**config.mk**
```make
export PLATFORM = sky130hd
export DESIGN_NAME = stndc_top
export DESIGN_NICKNAME = d
export VERILOG_FILES = /design/src/include/stndc_pkg.sv /design/src/logic/stndc_top.sv
export SDC_FILE = /design/constraint.sdc
export NUM_CORES = 1
export LEC_CHECK = 0
export BUFFER_PORTS_ARGS = -buffer_cell sky130_fd_sc_hd__buf_2
export CAP_MARGIN = 20
export CORE_ASPECT_RATIO = 0.6
export CORE_MARGIN = 2
export CORE_UTILIZATION = 45
export CTS_CLUSTER_DIAMETER = 100
export DETAILED_ROUTE_END_ITERATION = 10
export PLACE_DENSITY = 0.74
export SLEW_MARGIN = 10
export SYNTH_ARGS = -nofsm -noshare
export SYNTH_HDL_FRONTEND = slang
export SYNTH_SLANG_ARGS = --single-unit
```
**constraint.sdc**
```tcl
create_clock -name pclk -period 16.5 [get_ports pclk]
set_clock_uncertainty 0.2 [all_clocks]
set_input_delay 1.65 -clock pclk [delete_from_list [all_inputs] [get_ports pclk]]
set_output_delay 1.65 -clock pclk [all_outputs]
set_load 0.005 [all_outputs]
```
**src/include/stndc_pkg.sv**
```systemverilog
// Purpose: Shared constants and types for the STN display control block.
// Assumes: 40 MHz pclk, APB register access with 32-bit data.
// Notes:   Times are kept in their own unit; line and wake times are turned into cycles here, rail settle time in stndc_top.
`default_nettype none
package stndc_pkg;
    localparam int CLK_NS = 25;

    // Register byte offsets.
    localparam logic [11:0] OFS_LINE_CTRL = 12'h000;
    localparam logic [11:0] OFS_DISP_CTRL = 12'h004;
    localparam logic [11:0] OFS_LAST_COM  = 12'h008;
    localparam logic [11:0] OFS_ACT_FIRST = 12'h00c;
    localparam logic [11:0] OFS_ACT_LAST  = 12'h010;
    localparam logic [11:0] OFS_SCROLL    = 12'h014;
    localparam logic [11:0] OFS_FIXED     = 12'h018;
    localparam logic [11:0] OFS_COLOR_FMT = 12'h01c;
    localparam logic [11:0] OFS_STATUS    = 12'h020;

    // Field positions.
    localparam int LC_RATE_LSB   = 3;
    localparam int LC_SHADE8_BIT = 5;
    localparam int LC_ONOFF_BIT  = 8;
    localparam int LC_PART_BIT   = 9;
    localparam int DC_DRV_BIT    = 2;
    localparam int DC_ALLON_BIT  = 1;
    localparam int DC_INV_BIT    = 0;

    // Values after reset.
    localparam logic [9:0] LC_RST        = 10'h000;
    localparam logic [2:0] DC_RST        = 3'h0;
    localparam logic [6:0] LAST_COM_RST  = 7'h4f;
    localparam logic [6:0] ACT_FIRST_RST = 7'h00;
    localparam logic [6:0] ACT_LAST_RST  = 7'h4f;
    localparam logic [6:0] ROWREG_RST    = 7'h00;

    // Multiplex thresholds for automatic line rate slowdown.
    localparam logic [7:0] MUX_HALF  = 8'h26;
    localparam logic [7:0] MUX_THIRD = 8'h18;
    localparam logic [6:0] ROWS_LAST = 7'h4f;

    // Base line periods in ns for the four line rate codes.
    localparam int LINE0_NS = 40000;
    localparam int LINE1_NS = 34000;
    localparam int LINE2_NS = 29000;
    localparam int LINE3_NS = 25000;
    localparam logic [10:0] LINE0_CYC = 11'((LINE0_NS + CLK_NS - 1) / CLK_NS);
    localparam logic [10:0] LINE1_CYC = 11'((LINE1_NS + CLK_NS - 1) / CLK_NS);
    localparam logic [10:0] LINE2_CYC = 11'((LINE2_NS + CLK_NS - 1) / CLK_NS);
    localparam logic [10:0] LINE3_CYC = 11'((LINE3_NS + CLK_NS - 1) / CLK_NS);

    // 8-shade stretch of the line period: 10/7 gives a rate about 30 % lower.
    localparam logic [3:0] SH8_NUM = 4'ha;
    localparam logic [3:0] SH8_DEN = 4'h7;

    // Power-up sequencing times.
    localparam int WAKE_NS        = 1000;
    localparam int WAKE_CYC       = (WAKE_NS + CLK_NS - 1) / CLK_NS;
    localparam int RAIL_SETTLE_US = 2000;

    typedef enum logic [1:0] {
        PWR_SLEEP  = 2'b00,
        PWR_WAKE   = 2'b01,
        PWR_RAILS  = 2'b11,
        PWR_ACTIVE = 2'b10
    } stndc_pwr_t;

    typedef enum logic [1:0] {
        FMT_8BIT  = 2'b00,
        FMT_12BIT = 2'b01,
        FMT_16BIT = 2'b10,
        FMT_24BIT = 2'b11
    } stndc_fmt_t;

    localparam stndc_fmt_t FMT_RST = FMT_16BIT;
endpackage : stndc_pkg
`default_nettype wire

```
**src/logic/stndc_top.sv**
```systemverilog
// Purpose: Line and frame timing, driver sequencing, segment overrides,
//          fixed-region scrolling and input color conversion of an STN panel.
// Assumes: pclk stands in for the built-in oscillator; display RAM is outside.
// Notes:   APB answers with no wait state; unmapped offsets give pslverr.
`timescale 1ns/100ps
`default_nettype none
// Overview of operation
// - Two-bit line rate field picks one of four line periods for each COM slot.
// - Above multiplex 38 a frame lasts multiplex-rate line periods.
// - At multiplex 38 or below the line period doubles; at 24 or below it triples.
// - In 8-shade mode the line period stretches by 10/7, about 30 % slower.
// - Clearing display enable idles COM and SEG drivers and enters sleep.
// - Setting enable raises the flag, leaves sleep, restores rails, then drives.
// - Idle segment drivers are shorted together to keep the panel free of DC.
// - Display control holds drivers-on, force-all-on and invert; drivers-on dominates.
// - Force-all-on drives every segment to ON without touching RAM.
// - Force-all-on does nothing while drivers-on is clear.
// - Invert outputs the bitwise inverse of RAM data without touching RAM.
// - Rows in the fixed region ignore the scroll offset; the rest scroll.
// - COM driver x always drives panel row x, whatever the other settings.
// - Two modulation schemes, 32-shade and low-power 8-shade, are selectable.
// - Switching modulation leaves display RAM untouched.
// - 8-bit pixels are expanded to the RAM pixel format before storing.
// - 12-bit pixels get green extended and blue dithered to 4R-5G-3B.
// - 16-bit input is the reset default and is dithered to 12-bit pixels.
// - 24-bit pixels are dithered to 4R-5G-3B.
// - Changing input format leaves stored RAM data untouched.
// - Gray partial mode keeps all slots but suppresses pulses outside the window.
// - On-off partial mode scans only rows from window start to window end.
module stndc_top
    import stndc_pkg::*;
#(
    parameter int NUM_COM  = 80,
    parameter int SEG_W    = 12,
    parameter int RAIL_CYC = RAIL_SETTLE_US * 1000 / CLK_NS
) (
    // Clock and reset
    input  wire logic               pclk,
    input  wire logic               presetn,
    // APB slave
    input  wire logic               psel,
    input  wire logic               penable,
    input  wire logic               pwrite,
    input  wire logic [11:0]        paddr,
    input  wire logic [31:0]        pwdata,
    output logic      [31:0]        prdata,
    output logic                    pready,
    output logic                    pslverr,
    // Host pixel stream in
    input  wire logic               pix_valid,
    output logic                    pix_ready,
    input  wire logic [23:0]        pix_data,
    input  wire logic [6:0]         pix_col,
    input  wire logic [6:0]         pix_row,
    // Converted pixel toward display RAM
    output logic                    ram_wr_valid,
    input  wire logic               ram_wr_ready,
    output logic      [11:0]        ram_wr_data,
    // Display RAM scan read
    output logic      [6:0]         ram_rd_row,
    input  wire logic [SEG_W-1:0]   ram_rd_data,
    // Panel drive
    output logic      [NUM_COM-1:0] com_drive,
    output logic      [SEG_W-1:0]   seg_out,
    output logic                    seg_short,
    output logic                    shade8_active,
    output logic                    frame_start,
    // Power control
    output logic                    lcd_sleep,
    output logic                    lcd_rails_on
);
    import stndc_pkg::*;

    // Registers written over APB.
    logic [9:0]  line_control_reg_r,    line_control_reg_nxt;
    logic [2:0]  display_control_reg_r, display_control_reg_nxt;
    logic [6:0]  last_common_row_r,     last_common_row_nxt;
    logic [6:0]  active_first_row_r,    active_first_row_nxt;
    logic [6:0]  active_last_row_r,     active_last_row_nxt;
    logic [6:0]  scroll_start_row_r,    scroll_start_row_nxt;
    logic [6:0]  fixed_region_rows_r,   fixed_region_rows_nxt;
    stndc_fmt_t  color_fmt_r,           color_fmt_nxt;

    logic        wr_en;
    logic        rd_en;
    logic        addr_ok;
    logic        drivers_on;
    logic        force_all_on;
    logic        invert_pixels;

    assign wr_en         = psel && penable && pwrite;
    assign rd_en         = psel && penable && !pwrite;
    assign drivers_on    = display_control_reg_r[DC_DRV_BIT];
    assign force_all_on  = display_control_reg_r[DC_ALLON_BIT];
    assign invert_pixels = display_control_reg_r[DC_INV_BIT];
    assign pready        = 1'b1;

    always_comb begin
        addr_ok = 1'b1;
        unique case (paddr)
            OFS_LINE_CTRL, OFS_DISP_CTRL, OFS_LAST_COM, OFS_ACT_FIRST,
            OFS_ACT_LAST, OFS_SCROLL, OFS_FIXED, OFS_COLOR_FMT, OFS_STATUS: addr_ok = 1'b1;
            default: addr_ok = 1'b0;
        endcase
    end
    assign pslverr = psel && penable && !addr_ok;

    always_comb begin
        line_control_reg_nxt    = line_control_reg_r;
        display_control_reg_nxt = display_control_reg_r;
        last_common_row_nxt     = last_common_row_r;
        active_first_row_nxt    = active_first_row_r;
        active_last_row_nxt     = active_last_row_r;
        scroll_start_row_nxt    = scroll_start_row_r;
        fixed_region_rows_nxt   = fixed_region_rows_r;
        color_fmt_nxt           = color_fmt_r;
        if (wr_en) begin
            unique case (paddr)
                OFS_LINE_CTRL: line_control_reg_nxt    = pwdata[9:0];
                OFS_DISP_CTRL: display_control_reg_nxt = pwdata[2:0];
                OFS_LAST_COM:  last_common_row_nxt     = pwdata[6:0];
                OFS_ACT_FIRST: active_first_row_nxt    = pwdata[6:0];
                OFS_ACT_LAST:  active_last_row_nxt     = pwdata[6:0];
                OFS_SCROLL:    scroll_start_row_nxt    = pwdata[6:0];
                OFS_FIXED:     fixed_region_rows_nxt   = pwdata[6:0];
                OFS_COLOR_FMT: color_fmt_nxt           = stndc_fmt_t'(pwdata[1:0]);
                default: ;
            endcase
        end
    end

    always_ff @(posedge pclk or negedge presetn) begin
        if (!presetn) begin
            line_control_reg_r    <= LC_RST;
            display_control_reg_r <= DC_RST;
            last_common_row_r     <= LAST_COM_RST;
            active_first_row_r    <= ACT_FIRST_RST;
            active_last_row_r     <= ACT_LAST_RST;
            scroll_start_row_r    <= ROWREG_RST;
            fixed_region_rows_r   <= ROWREG_RST;
            color_fmt_r           <= FMT_RST;
        end else begin
            line_control_reg_r    <= line_control_reg_nxt;
            display_control_reg_r <= display_control_reg_nxt;
            last_common_row_r     <= last_common_row_nxt;
            active_first_row_r    <= active_first_row_nxt;
            active_last_row_r     <= active_last_row_nxt;
            scroll_start_row_r    <= scroll_start_row_nxt;
            fixed_region_rows_r   <= fixed_region_rows_nxt;
            color_fmt_r           <= color_fmt_nxt;
        end
    end

    // Scan geometry.
    logic       part_en;
    logic       part_onoff;
    logic [6:0] cen_c;
    logic [6:0] scan_first;
    logic [6:0] scan_last;
    logic [7:0] mux_rate;
    logic [10:0] base_cyc;

    assign part_en    = line_control_reg_r[LC_PART_BIT];
    assign part_onoff = part_en && line_control_reg_r[LC_ONOFF_BIT];
    assign cen_c      = (last_common_row_r > ROWS_LAST) ? ROWS_LAST : last_common_row_r;
    assign scan_first = part_onoff ? active_first_row_r : 7'h00;
    assign scan_last  = part_onoff ? active_last_row_r : cen_c;
    assign mux_rate   = 8'({1'b0, scan_last} - {1'b0, scan_first}) + 8'h01;

    always_comb begin
        unique case (line_control_reg_r[LC_RATE_LSB +: 2])
            2'b00: base_cyc = LINE0_CYC;
            2'b01: base_cyc = LINE1_CYC;
            2'b10: base_cyc = LINE2_CYC;
            2'b11: base_cyc = LINE3_CYC;
        endcase
    end

    // Line period as it would be if latched now.
    logic [12:0] slow_cyc;
    logic [16:0] sh8_prod;
    logic [13:0] per_calc;

    always_comb begin
        if (mux_rate <= MUX_THIRD) begin
            slow_cyc = 13'(base_cyc) * 13'h0003;
        end else if (mux_rate <= MUX_HALF) begin
            slow_cyc = 13'(base_cyc) * 13'h0002;
        end else begin
            slow_cyc = 13'(base_cyc);
        end
        sh8_prod = 17'(slow_cyc) * 17'(SH8_NUM);
        if (line_control_reg_r[LC_SHADE8_BIT]) begin
            per_calc = 14'(sh8_prod / 17'(SH8_DEN));
        end else begin
            per_calc = 14'(slow_cyc);
        end
    end

    // Timing generator: period and modulation are only taken at frame ends.
    logic [13:0] per_r,      per_nxt;
    logic [13:0] line_cnt_r, line_cnt_nxt;
    logic [6:0]  row_r,      row_nxt;
    logic        shade8_r,   shade8_nxt;
    logic        line_tick;
    logic        frame_tick;

    assign line_tick  = (line_cnt_r >= per_r - 14'h0001);
    assign frame_tick = line_tick && (row_r >= scan_last || row_r < scan_first);

    always_comb begin
        per_nxt      = per_r;
        shade8_nxt   = shade8_r;
        row_nxt      = row_r;
        line_cnt_nxt = line_tick ? 14'h0000 : line_cnt_r + 14'h0001;
        if (frame_tick) begin
            per_nxt    = per_calc;
            shade8_nxt = line_control_reg_r[LC_SHADE8_BIT];
            row_nxt    = scan_first;
        end else if (line_tick) begin
            row_nxt = row_r + 7'h01;
        end
    end

    always_ff @(posedge pclk or negedge presetn) begin
        if (!presetn) begin
            per_r      <= 14'(LINE0_CYC);
            line_cnt_r <= 14'h0000;
            row_r      <= 7'h00;
            shade8_r   <= 1'b0;
        end else begin
            per_r      <= per_nxt;
            line_cnt_r <= line_cnt_nxt;
            row_r      <= row_nxt;
            shade8_r   <= shade8_nxt;
        end
    end

    // Power sequencer.
    stndc_pwr_t  pwr_r,  pwr_nxt;
    logic [19:0] pcnt_r, pcnt_nxt;

    always_comb begin
        pwr_nxt  = pwr_r;
        pcnt_nxt = pcnt_r + 20'h00001;
        if (!drivers_on) begin
            pwr_nxt  = PWR_SLEEP;
            pcnt_nxt = 20'h00000;
        end else begin
            unique case (pwr_r)
                PWR_SLEEP: begin
                    pwr_nxt  = PWR_WAKE;
                    pcnt_nxt = 20'h00000;
                end
                PWR_WAKE: begin
                    if (pcnt_r >= 20'(WAKE_CYC - 1)) begin
                        pwr_nxt  = PWR_RAILS;
                        pcnt_nxt = 20'h00000;
                    end
                end
                PWR_RAILS: begin
                    if (pcnt_r >= 20'(RAIL_CYC - 1)) begin
                        pwr_nxt  = PWR_ACTIVE;
                        pcnt_nxt = 20'h00000;
                    end
                end
                PWR_ACTIVE: pcnt_nxt = 20'h00000;
            endcase
        end
    end

    always_ff @(posedge pclk or negedge presetn) begin
        if (!presetn) begin
            pwr_r  <= PWR_SLEEP;
            pcnt_r <= 20'h00000;
        end else begin
            pwr_r  <= pwr_nxt;
            pcnt_r <= pcnt_nxt;
        end
    end

    logic drv_act;
    // Gating with the enable itself lets COM and SEG drop on the first edge after the flag clears.
    assign drv_act      = (pwr_r == PWR_ACTIVE) && drivers_on;
    assign lcd_sleep    = (pwr_r == PWR_SLEEP);
    assign lcd_rails_on = (pwr_r == PWR_RAILS) || drv_act;

    // RAM row for the scanned COM: the fixed band at the top never scrolls.
    logic [7:0] scroll_sum;
    logic [7:0] span;
    always_comb begin
        span       = 8'(NUM_COM) - {1'b0, fixed_region_rows_r};
        scroll_sum = {1'b0, row_r} + {1'b0, scroll_start_row_r};
        if (row_r < fixed_region_rows_r) begin
            ram_rd_row = row_r;
        end else if (scroll_sum >= 8'(NUM_COM)) begin
            ram_rd_row = 7'(scroll_sum - span);
        end else begin
            ram_rd_row = 7'(scroll_sum);
        end
    end

    // Panel outputs, all from flip-flops.
    logic [NUM_COM-1:0] com_r,   com_nxt;
    logic [SEG_W-1:0]   seg_r,   seg_nxt;
    logic               short_r, short_nxt;
    logic               fst_r,   fst_nxt;
    logic               win_hit;

    assign win_hit = !part_en || part_onoff ||
                     (row_r >= active_first_row_r && row_r <= active_last_row_r);

    always_comb begin
        com_nxt = '0;
        for (int x = 0; x < NUM_COM; x++) begin
            com_nxt[x] = drv_act && win_hit && (7'(x) == row_r);
        end
        fst_nxt   = frame_tick;
        short_nxt = !drv_act;
        if (!drv_act) begin
            seg_nxt = '0;
        end else if (force_all_on) begin
            seg_nxt = '1;
        end else if (invert_pixels) begin
            seg_nxt = ~ram_rd_data;
        end else begin
            seg_nxt = ram_rd_data;
        end
    end

    always_ff @(posedge pclk or negedge presetn) begin
        if (!presetn) begin
            com_r   <= '0;
            seg_r   <= '0;
            short_r <= 1'b1;
            fst_r   <= 1'b0;
        end else begin
            com_r   <= com_nxt;
            seg_r   <= seg_nxt;
            short_r <= short_nxt;
            fst_r   <= fst_nxt;
        end
    end

    assign com_drive     = com_r;
    assign seg_out       = seg_r;
    assign seg_short     = short_r;
    assign frame_start   = fst_r;
    assign shade8_active = shade8_r;

    // Color conversion. A 2x2 ordered threshold keeps it repeatable per position.
    function automatic logic [4:0] dq(input logic [7:0] v, input int n, input logic [1:0] d);
        logic [7:0] q;
        logic [7:0] f;
        logic [7:0] top;
        q   = v >> (8 - n);
        f   = (v << n) >> 6;
        top = (8'h01 << n) - 8'h01;
        if (f[1:0] > d && q != top) begin
            q = q + 8'h01;
        end
        return q[4:0];
    endfunction

    logic [1:0]  dth;
    logic [11:0] conv;
    logic [11:0] wd_r, wd_nxt;
    logic        wv_r, wv_nxt;
    logic [7:0]  r8, g8, b8;
    logic [4:0]  qr, qg, qb;

    assign dth       = {pix_row[0] ^ pix_col[0], pix_col[0]};
    assign pix_ready = ram_wr_ready || !wv_r;

    // Components are scaled to eight bits so one dither routine serves the 12-, 16- and 24-bit formats.
    always_comb begin
        r8 = pix_data[23:16];
        g8 = pix_data[15:8];
        b8 = pix_data[7:0];
        if (color_fmt_r == FMT_16BIT) begin
            r8 = {pix_data[15:11], 3'h0};
            g8 = {pix_data[10:5], 2'h0};
            b8 = {pix_data[4:0], 3'h0};
        end else if (color_fmt_r == FMT_12BIT) begin
            b8 = {pix_data[3:0], 4'h0};
        end
    end

    assign qr = dq(r8, 4, dth);
    assign qg = dq(g8, 5, dth);
    assign qb = dq(b8, 3, dth);

    always_comb begin
        unique case (color_fmt_r)
            FMT_8BIT: conv = {pix_data[7:5], pix_data[7], pix_data[4:2], pix_data[4:3],
                              pix_data[1:0], pix_data[1]};
            FMT_12BIT: conv = {pix_data[11:8], pix_data[7:4], pix_data[7], qb[2:0]};
            FMT_16BIT: conv = {qr[3:0], qg, qb[2:0]};
            FMT_24BIT: conv = {qr[3:0], qg, qb[2:0]};
        endcase
        wv_nxt = wv_r && !ram_wr_ready;
        wd_nxt = wd_r;
        if (pix_valid && pix_ready) begin
            wv_nxt = 1'b1;
            wd_nxt = conv;
        end
    end

    always_ff @(posedge pclk or negedge presetn) begin
        if (!presetn) begin
            wv_r <= 1'b0;
            wd_r <= 12'h000;
        end else begin
            wv_r <= wv_nxt;
            wd_r <= wd_nxt;
        end
    end

    assign ram_wr_valid = wv_r;
    assign ram_wr_data  = wd_r;

    // Read data.
    always_comb begin
        prdata = 32'h0000_0000;
        if (rd_en) begin
            unique case (paddr)
                OFS_LINE_CTRL: prdata = {22'h0, line_control_reg_r};
                OFS_DISP_CTRL: prdata = {29'h0, display_control_reg_r};
                OFS_LAST_COM:  prdata = {25'h0, last_common_row_r};
                OFS_ACT_FIRST: prdata = {25'h0, active_first_row_r};
                OFS_ACT_LAST:  prdata = {25'h0, active_last_row_r};
                OFS_SCROLL:    prdata = {25'h0, scroll_start_row_r};
                OFS_FIXED:     prdata = {25'h0, fixed_region_rows_r};
                OFS_COLOR_FMT: prdata = {30'h0, color_fmt_r};
                OFS_STATUS:    prdata = {13'h0, shade8_r, pwr_r, 9'h0, row_r};
                default:       prdata = 32'h0000_0000;
            endcase
        end
    end

    // Checks.
    AST_IDLE_SHORT: assert property (@(posedge pclk) disable iff (!presetn)
        !drv_act |=> seg_short && seg_out == '0)
        else $error("Idle segments not shorted.");
    AST_ALLON: assert property (@(posedge pclk) disable iff (!presetn)
        drv_act && force_all_on |=> seg_out == '1)
        else $error("Force-all-on did not drive ON.");
    AST_INVERT: assert property (@(posedge pclk) disable iff (!presetn)
        drv_act && !force_all_on && invert_pixels |=> seg_out == ~$past(ram_rd_data))
        else $error("Inverse output wrong.");
    AST_OFF_SLEEP: assert property (@(posedge pclk) disable iff (!presetn)
        !drivers_on |=> lcd_sleep && com_drive == '0)
        else $error("Drivers not idle after disable.");
    AST_WAKE_ORDER: assert property (@(posedge pclk) disable iff (!presetn)
        lcd_sleep && drivers_on |=> !lcd_sleep && !lcd_rails_on && com_drive == '0)
        else $error("Power-up order wrong.");
    AST_COM_ONE: assert property (@(posedge pclk) disable iff (!presetn)
        $onehot0(com_drive))
        else $error("More than one COM active.");
    AST_FRAME_ROW: assert property (@(posedge pclk) disable iff (!presetn)
        frame_tick |=> row_r == $past(scan_first))
        else $error("Frame did not restart at first row.");
    AST_THIRD: assert property (@(posedge pclk) disable iff (!presetn)
        frame_tick && mux_rate <= MUX_THIRD && !line_control_reg_r[LC_SHADE8_BIT]
        |=> per_r == 14'($past(base_cyc)) * 14'h0003)
        else $error("Low mux slowdown wrong.");
    AST_HOLD_PER: assert property (@(posedge pclk) disable iff (!presetn)
        !frame_tick |=> $stable(per_r) && $stable(shade8_r))
        else $error("Timing changed mid-frame.");
endmodule : stndc_top
`default_nettype wire

```
### Yosys cells after proc, flatten, opt, wreduce, memory -nomap -nowiden

Cells that the tools add are included.

| word-level totals | value |
|---|---|
| register bits after elaboration | 215 |
| input bits | 101 |

| operators by class | value |
|---|---|
| add/subtract/negate cells | 12 |
| $mul | 2 |
| div/mod/pow operators | 1 |
| $lt $le $gt $ge | 15 |
| equal/unequal tests | 102 |
| multiplexer cells | 35 |
| bitwise logic cells | 2 |
| reductions and logical operators | 123 |

Operator list:

| kind | number |
|---|---|
| equality test 6 x 7 -> 1 bit, first input constant | 32 |
| one-hot mux 19 bit (9 select lines) | 1 |
| equality test 5 x 7 -> 1 bit, first input constant | 16 |
| equality test 7 bit, first input constant | 16 |
| logical AND 1 bit | 94 |
| two-way mux 20 bit | 3 |
| one-hot mux 20 bit (3 select lines) | 1 |
| equality test 4 x 7 -> 1 bit, first input constant | 8 |
| two-way mux 7 bit | 7 |
| equality test 12 x 5 -> 1 bit, second input constant | 4 |
| two-way mux 12 bit | 4 |
| one-hot mux 11 bit (4 select lines) | 1 |
| one-hot mux 12 bit (3 select lines) | 1 |
| two-way mux 8 bit | 4 |
| equality test 3 x 7 -> 1 bit, first input constant | 4 |
| two-way mux 14 bit | 2 |
| equality test 12 x 4 -> 1 bit, second input constant | 2 |
| adder 20 x 1 -> 20 bit, second input constant | 1 |
| greater-or-equal comparator 20 x 17 -> 1 bit, second input constant | 1 |
| greater-or-equal comparator 20 x 6 -> 1 bit, second input constant | 1 |
| two-way mux 19 bit | 1 |
| divider 17 x 3 -> 17 bit, second input constant | 1 |
| multiplier 13 x 3 -> 16 bit, second input constant | 1 |
| AND reduction 2 bit | 8 |
| other kinds (49) | 78 |

### Depth between registers and ports, before layout

| logic depth | value |
|---|---|
| depth in word-level cells | 11 |
| mapped depth | 71 |
| depth with buffers taken out | 65 |

### Worst setup path after synthesis

No wires, ideal clock.

| timing path | value |
|---|---|
| path type | flip-flop to flip-flop |
| from | register line_control_reg_r[9] |
| to | register per_r[0] |
| setup time | 0.124 ns |
| data arrival time | 14.558 ns |
| setup slack | 1.618 ns |
| stages on the path, launching flop included | 67 |
| buffers on the path | 6 |
| clock period less this slack | 14.882 ns |
| path through | dfrtp_1 -> and2_0 -> clkbuf_1 -> clkbuf_1 -> nor2_1 -> a21oi_1 -> ha_1 -> inv_1 -> ha_1 -> inv_1 -> fa_1 -> nand2b_1 -> a2111o_1 -> o311ai_1 -> or4b_4 -> buf_4 -> nand2_1 -> inv_1 -> [31 not listed] -> o311ai_2 -> ha_1 -> inv_1 -> a21o_1 -> or3_1 -> buf_2 -> xnor2_1 -> inv_1 -> ha_1 -> inv_1 -> a2111oi_0 -> xnor2_1 -> ha_1 -> inv_1 -> a2111oi_0 -> o31a_1 -> o21ai_1 -> a211o_1 |

| between the ends | value |
|---|---|
| cells in the longest elaborated chain, start to end | 10 |
| elaborated cells between the ends (all ways) | 16 |
| classes of those cells | add/sub (2); mul (1); div (1); order compare (4); mux (5); reduce/logical (3) |

Ends and longest elaborated chain:

| item | line | text |
|---|---|---|
| from (decl) | stndc_top.sv:75 | `logic [9:0] line_control_reg_r, line_control_reg_nxt;` |
| from (signal assigned) | stndc_top.sv:143 | `line_control_reg_r <= line_control_reg_nxt;` |
| logical AND 1 bit (*) | stndc_top.sv:164 | `assign part_onoff = part_en && line_control_reg_r[LC_ONOFF_BIT];` |
| two-way mux 7 bit (on tied branches) | stndc_top.sv:167, stndc_top.sv:166 |  |
| subtractor 7 x 7 -> 8 bit | stndc_top.sv:168 | `assign mux_rate = 8'({1'b0, scan_last} - {1'b0, scan_first}) + 8'h01;` |
| adder 8 x 1 -> 8 bit | stndc_top.sv:168 |  |
| less-or-equal comparator 8 x 6 -> 1 bit | stndc_top.sv:187 | `end else if (mux_rate <= MUX_HALF) begin` |
| two-way mux 12 bit | stndc_top.sv:187 |  |
| two-way mux 13 bit | stndc_top.sv:185 | `if (mux_rate <= MUX_THIRD) begin` |
| multiplier 13 x 3 -> 16 bit | stndc_top.sv:192 | `sh8_prod = 17'(slow_cyc) * 17'(SH8_NUM);` |
| divider 17 x 3 -> 17 bit | stndc_top.sv:194 | `per_calc = 14'(sh8_prod / 17'(SH8_DEN));` |
| two-way mux 14 bit | stndc_top.sv:193 | `if (line_control_reg_r[LC_SHADE8_BIT]) begin` |
| to (signal assigned) | stndc_top.sv:227 | `per_r <= 14'(LINE0_CYC);` |
| to (signal assigned) | stndc_top.sv:232 | `per_r <= per_nxt;` |
| to (decl) | stndc_top.sv:201 | `logic [13:0] per_r, per_nxt;` |

Every way passes the cells marked *; elsewhere a longest branch is shown, timed or not.
A chain may end at the register's enable or synchronous reset.

### Worst setup path in the final report

| timing path | value |
|---|---|
| from | register last_common_row_r[6] |
| to | register per_r[0] |

| between the ends | value |
|---|---|
| cells in the longest elaborated chain, start to end | 11 |
| elaborated cells between the ends (all ways) | 15 |
| classes of those cells | add/sub (2); mul (1); div (1); order compare (4); mux (5); reduce/logical (2) |

Ends and longest elaborated chain:

| item | line | text |
|---|---|---|
| from (decl) | stndc_top.sv:77 | `logic [6:0] last_common_row_r, last_common_row_nxt;` |
| from (signal assigned) | stndc_top.sv:145 | `last_common_row_r <= last_common_row_nxt;` |
| > comparator 7 bit | stndc_top.sv:165 | `assign cen_c = (last_common_row_r > ROWS_LAST) ? ROWS_LAST : last_common_row_r;` |
| two-way mux 7 bit (*) | stndc_top.sv:165 |  |
| two-way mux 7 bit (*) | stndc_top.sv:167 | `assign scan_last = part_onoff ? active_last_row_r : cen_c;` |
| subtractor 7 x 7 -> 8 bit | stndc_top.sv:168 |  |
| adder 8 x 1 -> 8 bit | stndc_top.sv:168 |  |
| less-or-equal comparator 8 x 6 -> 1 bit | stndc_top.sv:187 |  |
| two-way mux 12 bit | stndc_top.sv:187 |  |
| two-way mux 13 bit | stndc_top.sv:185 |  |
| multiplier 13 x 3 -> 16 bit | stndc_top.sv:192 |  |
| divider 17 x 3 -> 17 bit | stndc_top.sv:194 |  |
| two-way mux 14 bit | stndc_top.sv:193 |  |

Marks and branches as above.

==> summary.md <==
| Metric | Value |
|---|---|
| Place WS | `between 0.15 and 0.2 ns` |
| Clock Path Buffers | `3` |
| Pwr Total | `4.50 mW` |
| Area leader, netlist | `dfrtp_1` |
| Period utilization | `0.947` |
| Register area share after synthesis | `0.337` |
| Post-Layout Cell Count | `2,518` |
| Initial DRC count | `1,494` |
| Syn Std Cell Area | `between 0.015 and 0.02 mm^2` |
| Total grt overflow | `0` |
| Area grow syn2layout | `14.4%` |
| Max frequency | `64.0 MHz` |
| Fill cells | `3,175` |
| Final ANT Viol Nets | `0` |
| Register share of total power | `0.119` |
| Drt first pass iters | `5` |
| Mapped Avg Cell Area | `8.67 um^2` |
| Clk pin slew, worst setup/hold paths | `~0.07 ns` |
| Final core occ | `0.523` |
| Sum Neg Setup Slack | `0 ns` |
| Post-Syn Instances | `1,850` |
| Crit start category | `register` |
| I/O pins | `~250` |
| Worst IR Drop VDD | `0.515 mV` |
| GRT Overall Usage | `0.244` |
| Max Slew Vio Count | `0` |
| Clk network pwr share | `0.104` |
| Top cells by area, synth | `dfrtp_1 (31%), ha_1 (9.7%), nor2_1 (6.0%), nand2_1 (4.1%), a21oi_1 (3.2%)` |
| Final Hold Violating Endpoints | `0` |
| Hold Path Class | `register to register` |
| # hold bufs at CTS | `0` |
| Slew HR | `0.382` |
| Pwr dens | `245 mW/mm^2` |
| Synth Flop Type | `dfrtp_1` |
| CP arrival | `15.85 ns` |
| Least-Margin Pin Slew | `approximately 0.92 ns` |
| Initial Util | `0.457` |
| Crit path largest cell delay | `0.64 ns` |
| DPL Wire Length | `about 35,000 um` |
| WP data required | `16.72 ns` |
| Row Count | `between 50 and 60` |
| WL/cell | `18.2 um` |
| Chip width | `around 250 um` |
| Sw Pwr | `about 2.2 mW` |
| Clk sinks | `215` |
| CTS root buf | `clkbuf_16` |
| Core area | `0.0351 mm^2` |
| DRC | `0` |
| Final nets | `about 2,300` |
| IO Port Bufs | `~200` |
| Die height | `150 um` |
| Comb power frac | `0.777` |
| EDFF count, synth | `0` |
| Worst Path Class, Setup | `register to register` |
| Multi-input gate area | `0.0101 mm^2` |
| Post-layout min period | `15.63 ns` |
| Diodes inserted | `0` |
| Die footprint | `0.0372 mm^2` |
| Internal power consumption | `2.25 mW` |
| Finish-stage setup viols | `0` |
| CP max FO | `12` |
| Vias in the first global route | `13,500` |
| Skew-Pair Late Insertion Delay | `0.52 ns` |
| Initial antenna violation count | `0` |
| Vias per cell | `about 6` |
| Slowest CP cell | `or4b_4` |
| Share of layout cells above drive strength 1 | `0.197` |
| #FFs+latches synth | `around 220` |
| Placed cells | `between 2,000 and 2,500` |
| Status | `finished, final reports clean` |
| CTS tree | `built` |
| Asr flop ratio synth | `1.00` |
| Unique masters post-synth | `109` |
| Max-Cap Viols | `0` |
| RSZ-0062 raised after global routing | `false` |
| Count leader, synth | `nor2_1` |
| First-pass GRT wire length | `73,300 um` |
| Post-synth top cells | `nor2_1 (257), dfrtp_1 (200), nand2_1 (174), ha_1 (124), a21oi_1 (101)` |
| Critical Path End Type | `register` |
| Share of Yosys cell area claimed by the top area cell type | `0.312` |
| Critical Path Most Common Cell | `ha_1` |
| Final GP Congestion | `roughly 0.94` |
| Leakage | `between 8 and 9 nW` |
| Post-route setup slack | `a little under 0.9 ns` |
| Ys Warns | `0` |
| CTS H-Tree Depth | `1` |
| FF/Latch Area | `0.00540 mm^2` |
| Via Count | `14,700` |
| CTS Buf Count | `20` |
| Switching Fraction | `0.499` |
| Aggregate routed wire length | `45,900 um` |
| Largest net degree at the start of global routing | `88` |
==> critical path: cells and delay by family (launching register included) <==
kind	cells	cell delay, ns
compound gates	27	7.03
simple gates	12	3.15
fa+ha+maj	10	2.58
buf+inv	9	0.88
xor+xnor	4	0.72
flops	1	0.57
mux	1	0.34
==> routing by layer <==
layer | track usage | part of all wire
met2 | 0.345 | 0.41
met4 | 0.0317 | 0.010
met1 | 0.389 | 0.49
met3 | 0.0446 | 0.091
met5 | 0 | 0
==> repair_timing <==
action | 4_1_cts | 5_1_grt
hold endpoints to repair | 0 | 0
resized for setup | 0 | 27
setup endpoints to repair | 0 | 3
buffers inserted | 0 | 8
==> state kept, by name (all words and copies together), names as in the netlist <==
name and flops:
per_r 14, display_control_reg_r 3, seg_out 12, shade8_active 1, pwr_r 2, frame_start 1
com_drive 80, active_first_row_r 7, line_control_reg_r 10, pcnt_r 20, last_common_row_r 7, ram_wr_data 12
color_fmt_r 2, ram_wr_valid 1, scroll_start_row_r 7, active_last_row_r 7, row_r 7, line_cnt_r 14
seg_short 1, fixed_region_rows_r 7
==> through the flow <==
stage,hold WS [ns],area (um^2)
detailed placement,0.266,17500
global route,0.322,18300
floorplan,0.255,16100
CTS,0.283,18100
finish,0.279,18300
global placement,0.255,17500
==> final timing paths <==
check	start	end	slack, ns	depth (start not counted)
setup / recovery	last_common_row_r[6]	per_r[0]	0.87	63
hold / removal	ram_wr_data[0]	ram_wr_data[0]	0.28	2
setup reg to reg	last_common_row_r[6]	per_r[0]	0.87	63
hold reg to reg	ram_wr_data[0]	ram_wr_data[0]	0.28	2
max in group asynchronous	presetn	pcnt_r[5]	13.84	2
min in group asynchronous	presetn	com_drive[10]	0.93	1
==> area by class of cell <==
class                      count  share of cell area
multi-input combinational   1480               0.551
clock inverter                 8             0.00450
timing repair buffer         239              0.0717
clock buffer                  28              0.0306
inverter                      81              0.0166
tap                          467              0.0319
sequential                   215               0.294
==> power by group through the flow <==
stage	Clock [mW]	Sequential [mW]	Combinational [mW]
floorplan	0	0.544	2.44
global placement	0	0.544	3.21
detailed placement	0	0.544	3.29
CTS	0.469	0.535	3.31
global route	0.494	0.535	3.83
finish	0.466	0.535	3.49
==> cell families (layout without fill, tap and decap cells) <==
logic type               Yosys count  after routing  share of synthesized area
AO/OA/AOI/OAI                    448            448                      0.194
XOR/XNOR                          98             98                     0.0540
adder cells (fa/ha/maj)          129            129                      0.102
buffers and inverters            176            356                     0.0471
flip-flops                       215            215                      0.337
multiplexers                      84             84                     0.0581
other                              2             23                   0.000468
AND/OR/NAND/NOR                  698            698                      0.207
==> cells in the final DEF, fill, tap and decap left out, types with 18 or more instances in the layout <==
cell       netlist  layout
nand2b_1        29      29
a21oi_1        101      98
nor3_1          33      32
nor2b_1         33      33
inv_1           81      81
a21o_1          21      21
ha_1           124     124
dfrtp_1        200     200
xnor2_1         51      48
xor2_1          46      45
nor2_1         257     256
conb_1           2      23
and3_1          20      20
buf_4           23      41
buf_2            7     195
and2_1          19      18
o21ai_0         96      96
mux2i_1         38      37
nand3_1         44      44
mux2_2          43      43
nand2_1        174     174
clkbuf_16        0      20
Power figures use the tool's default switching activity.
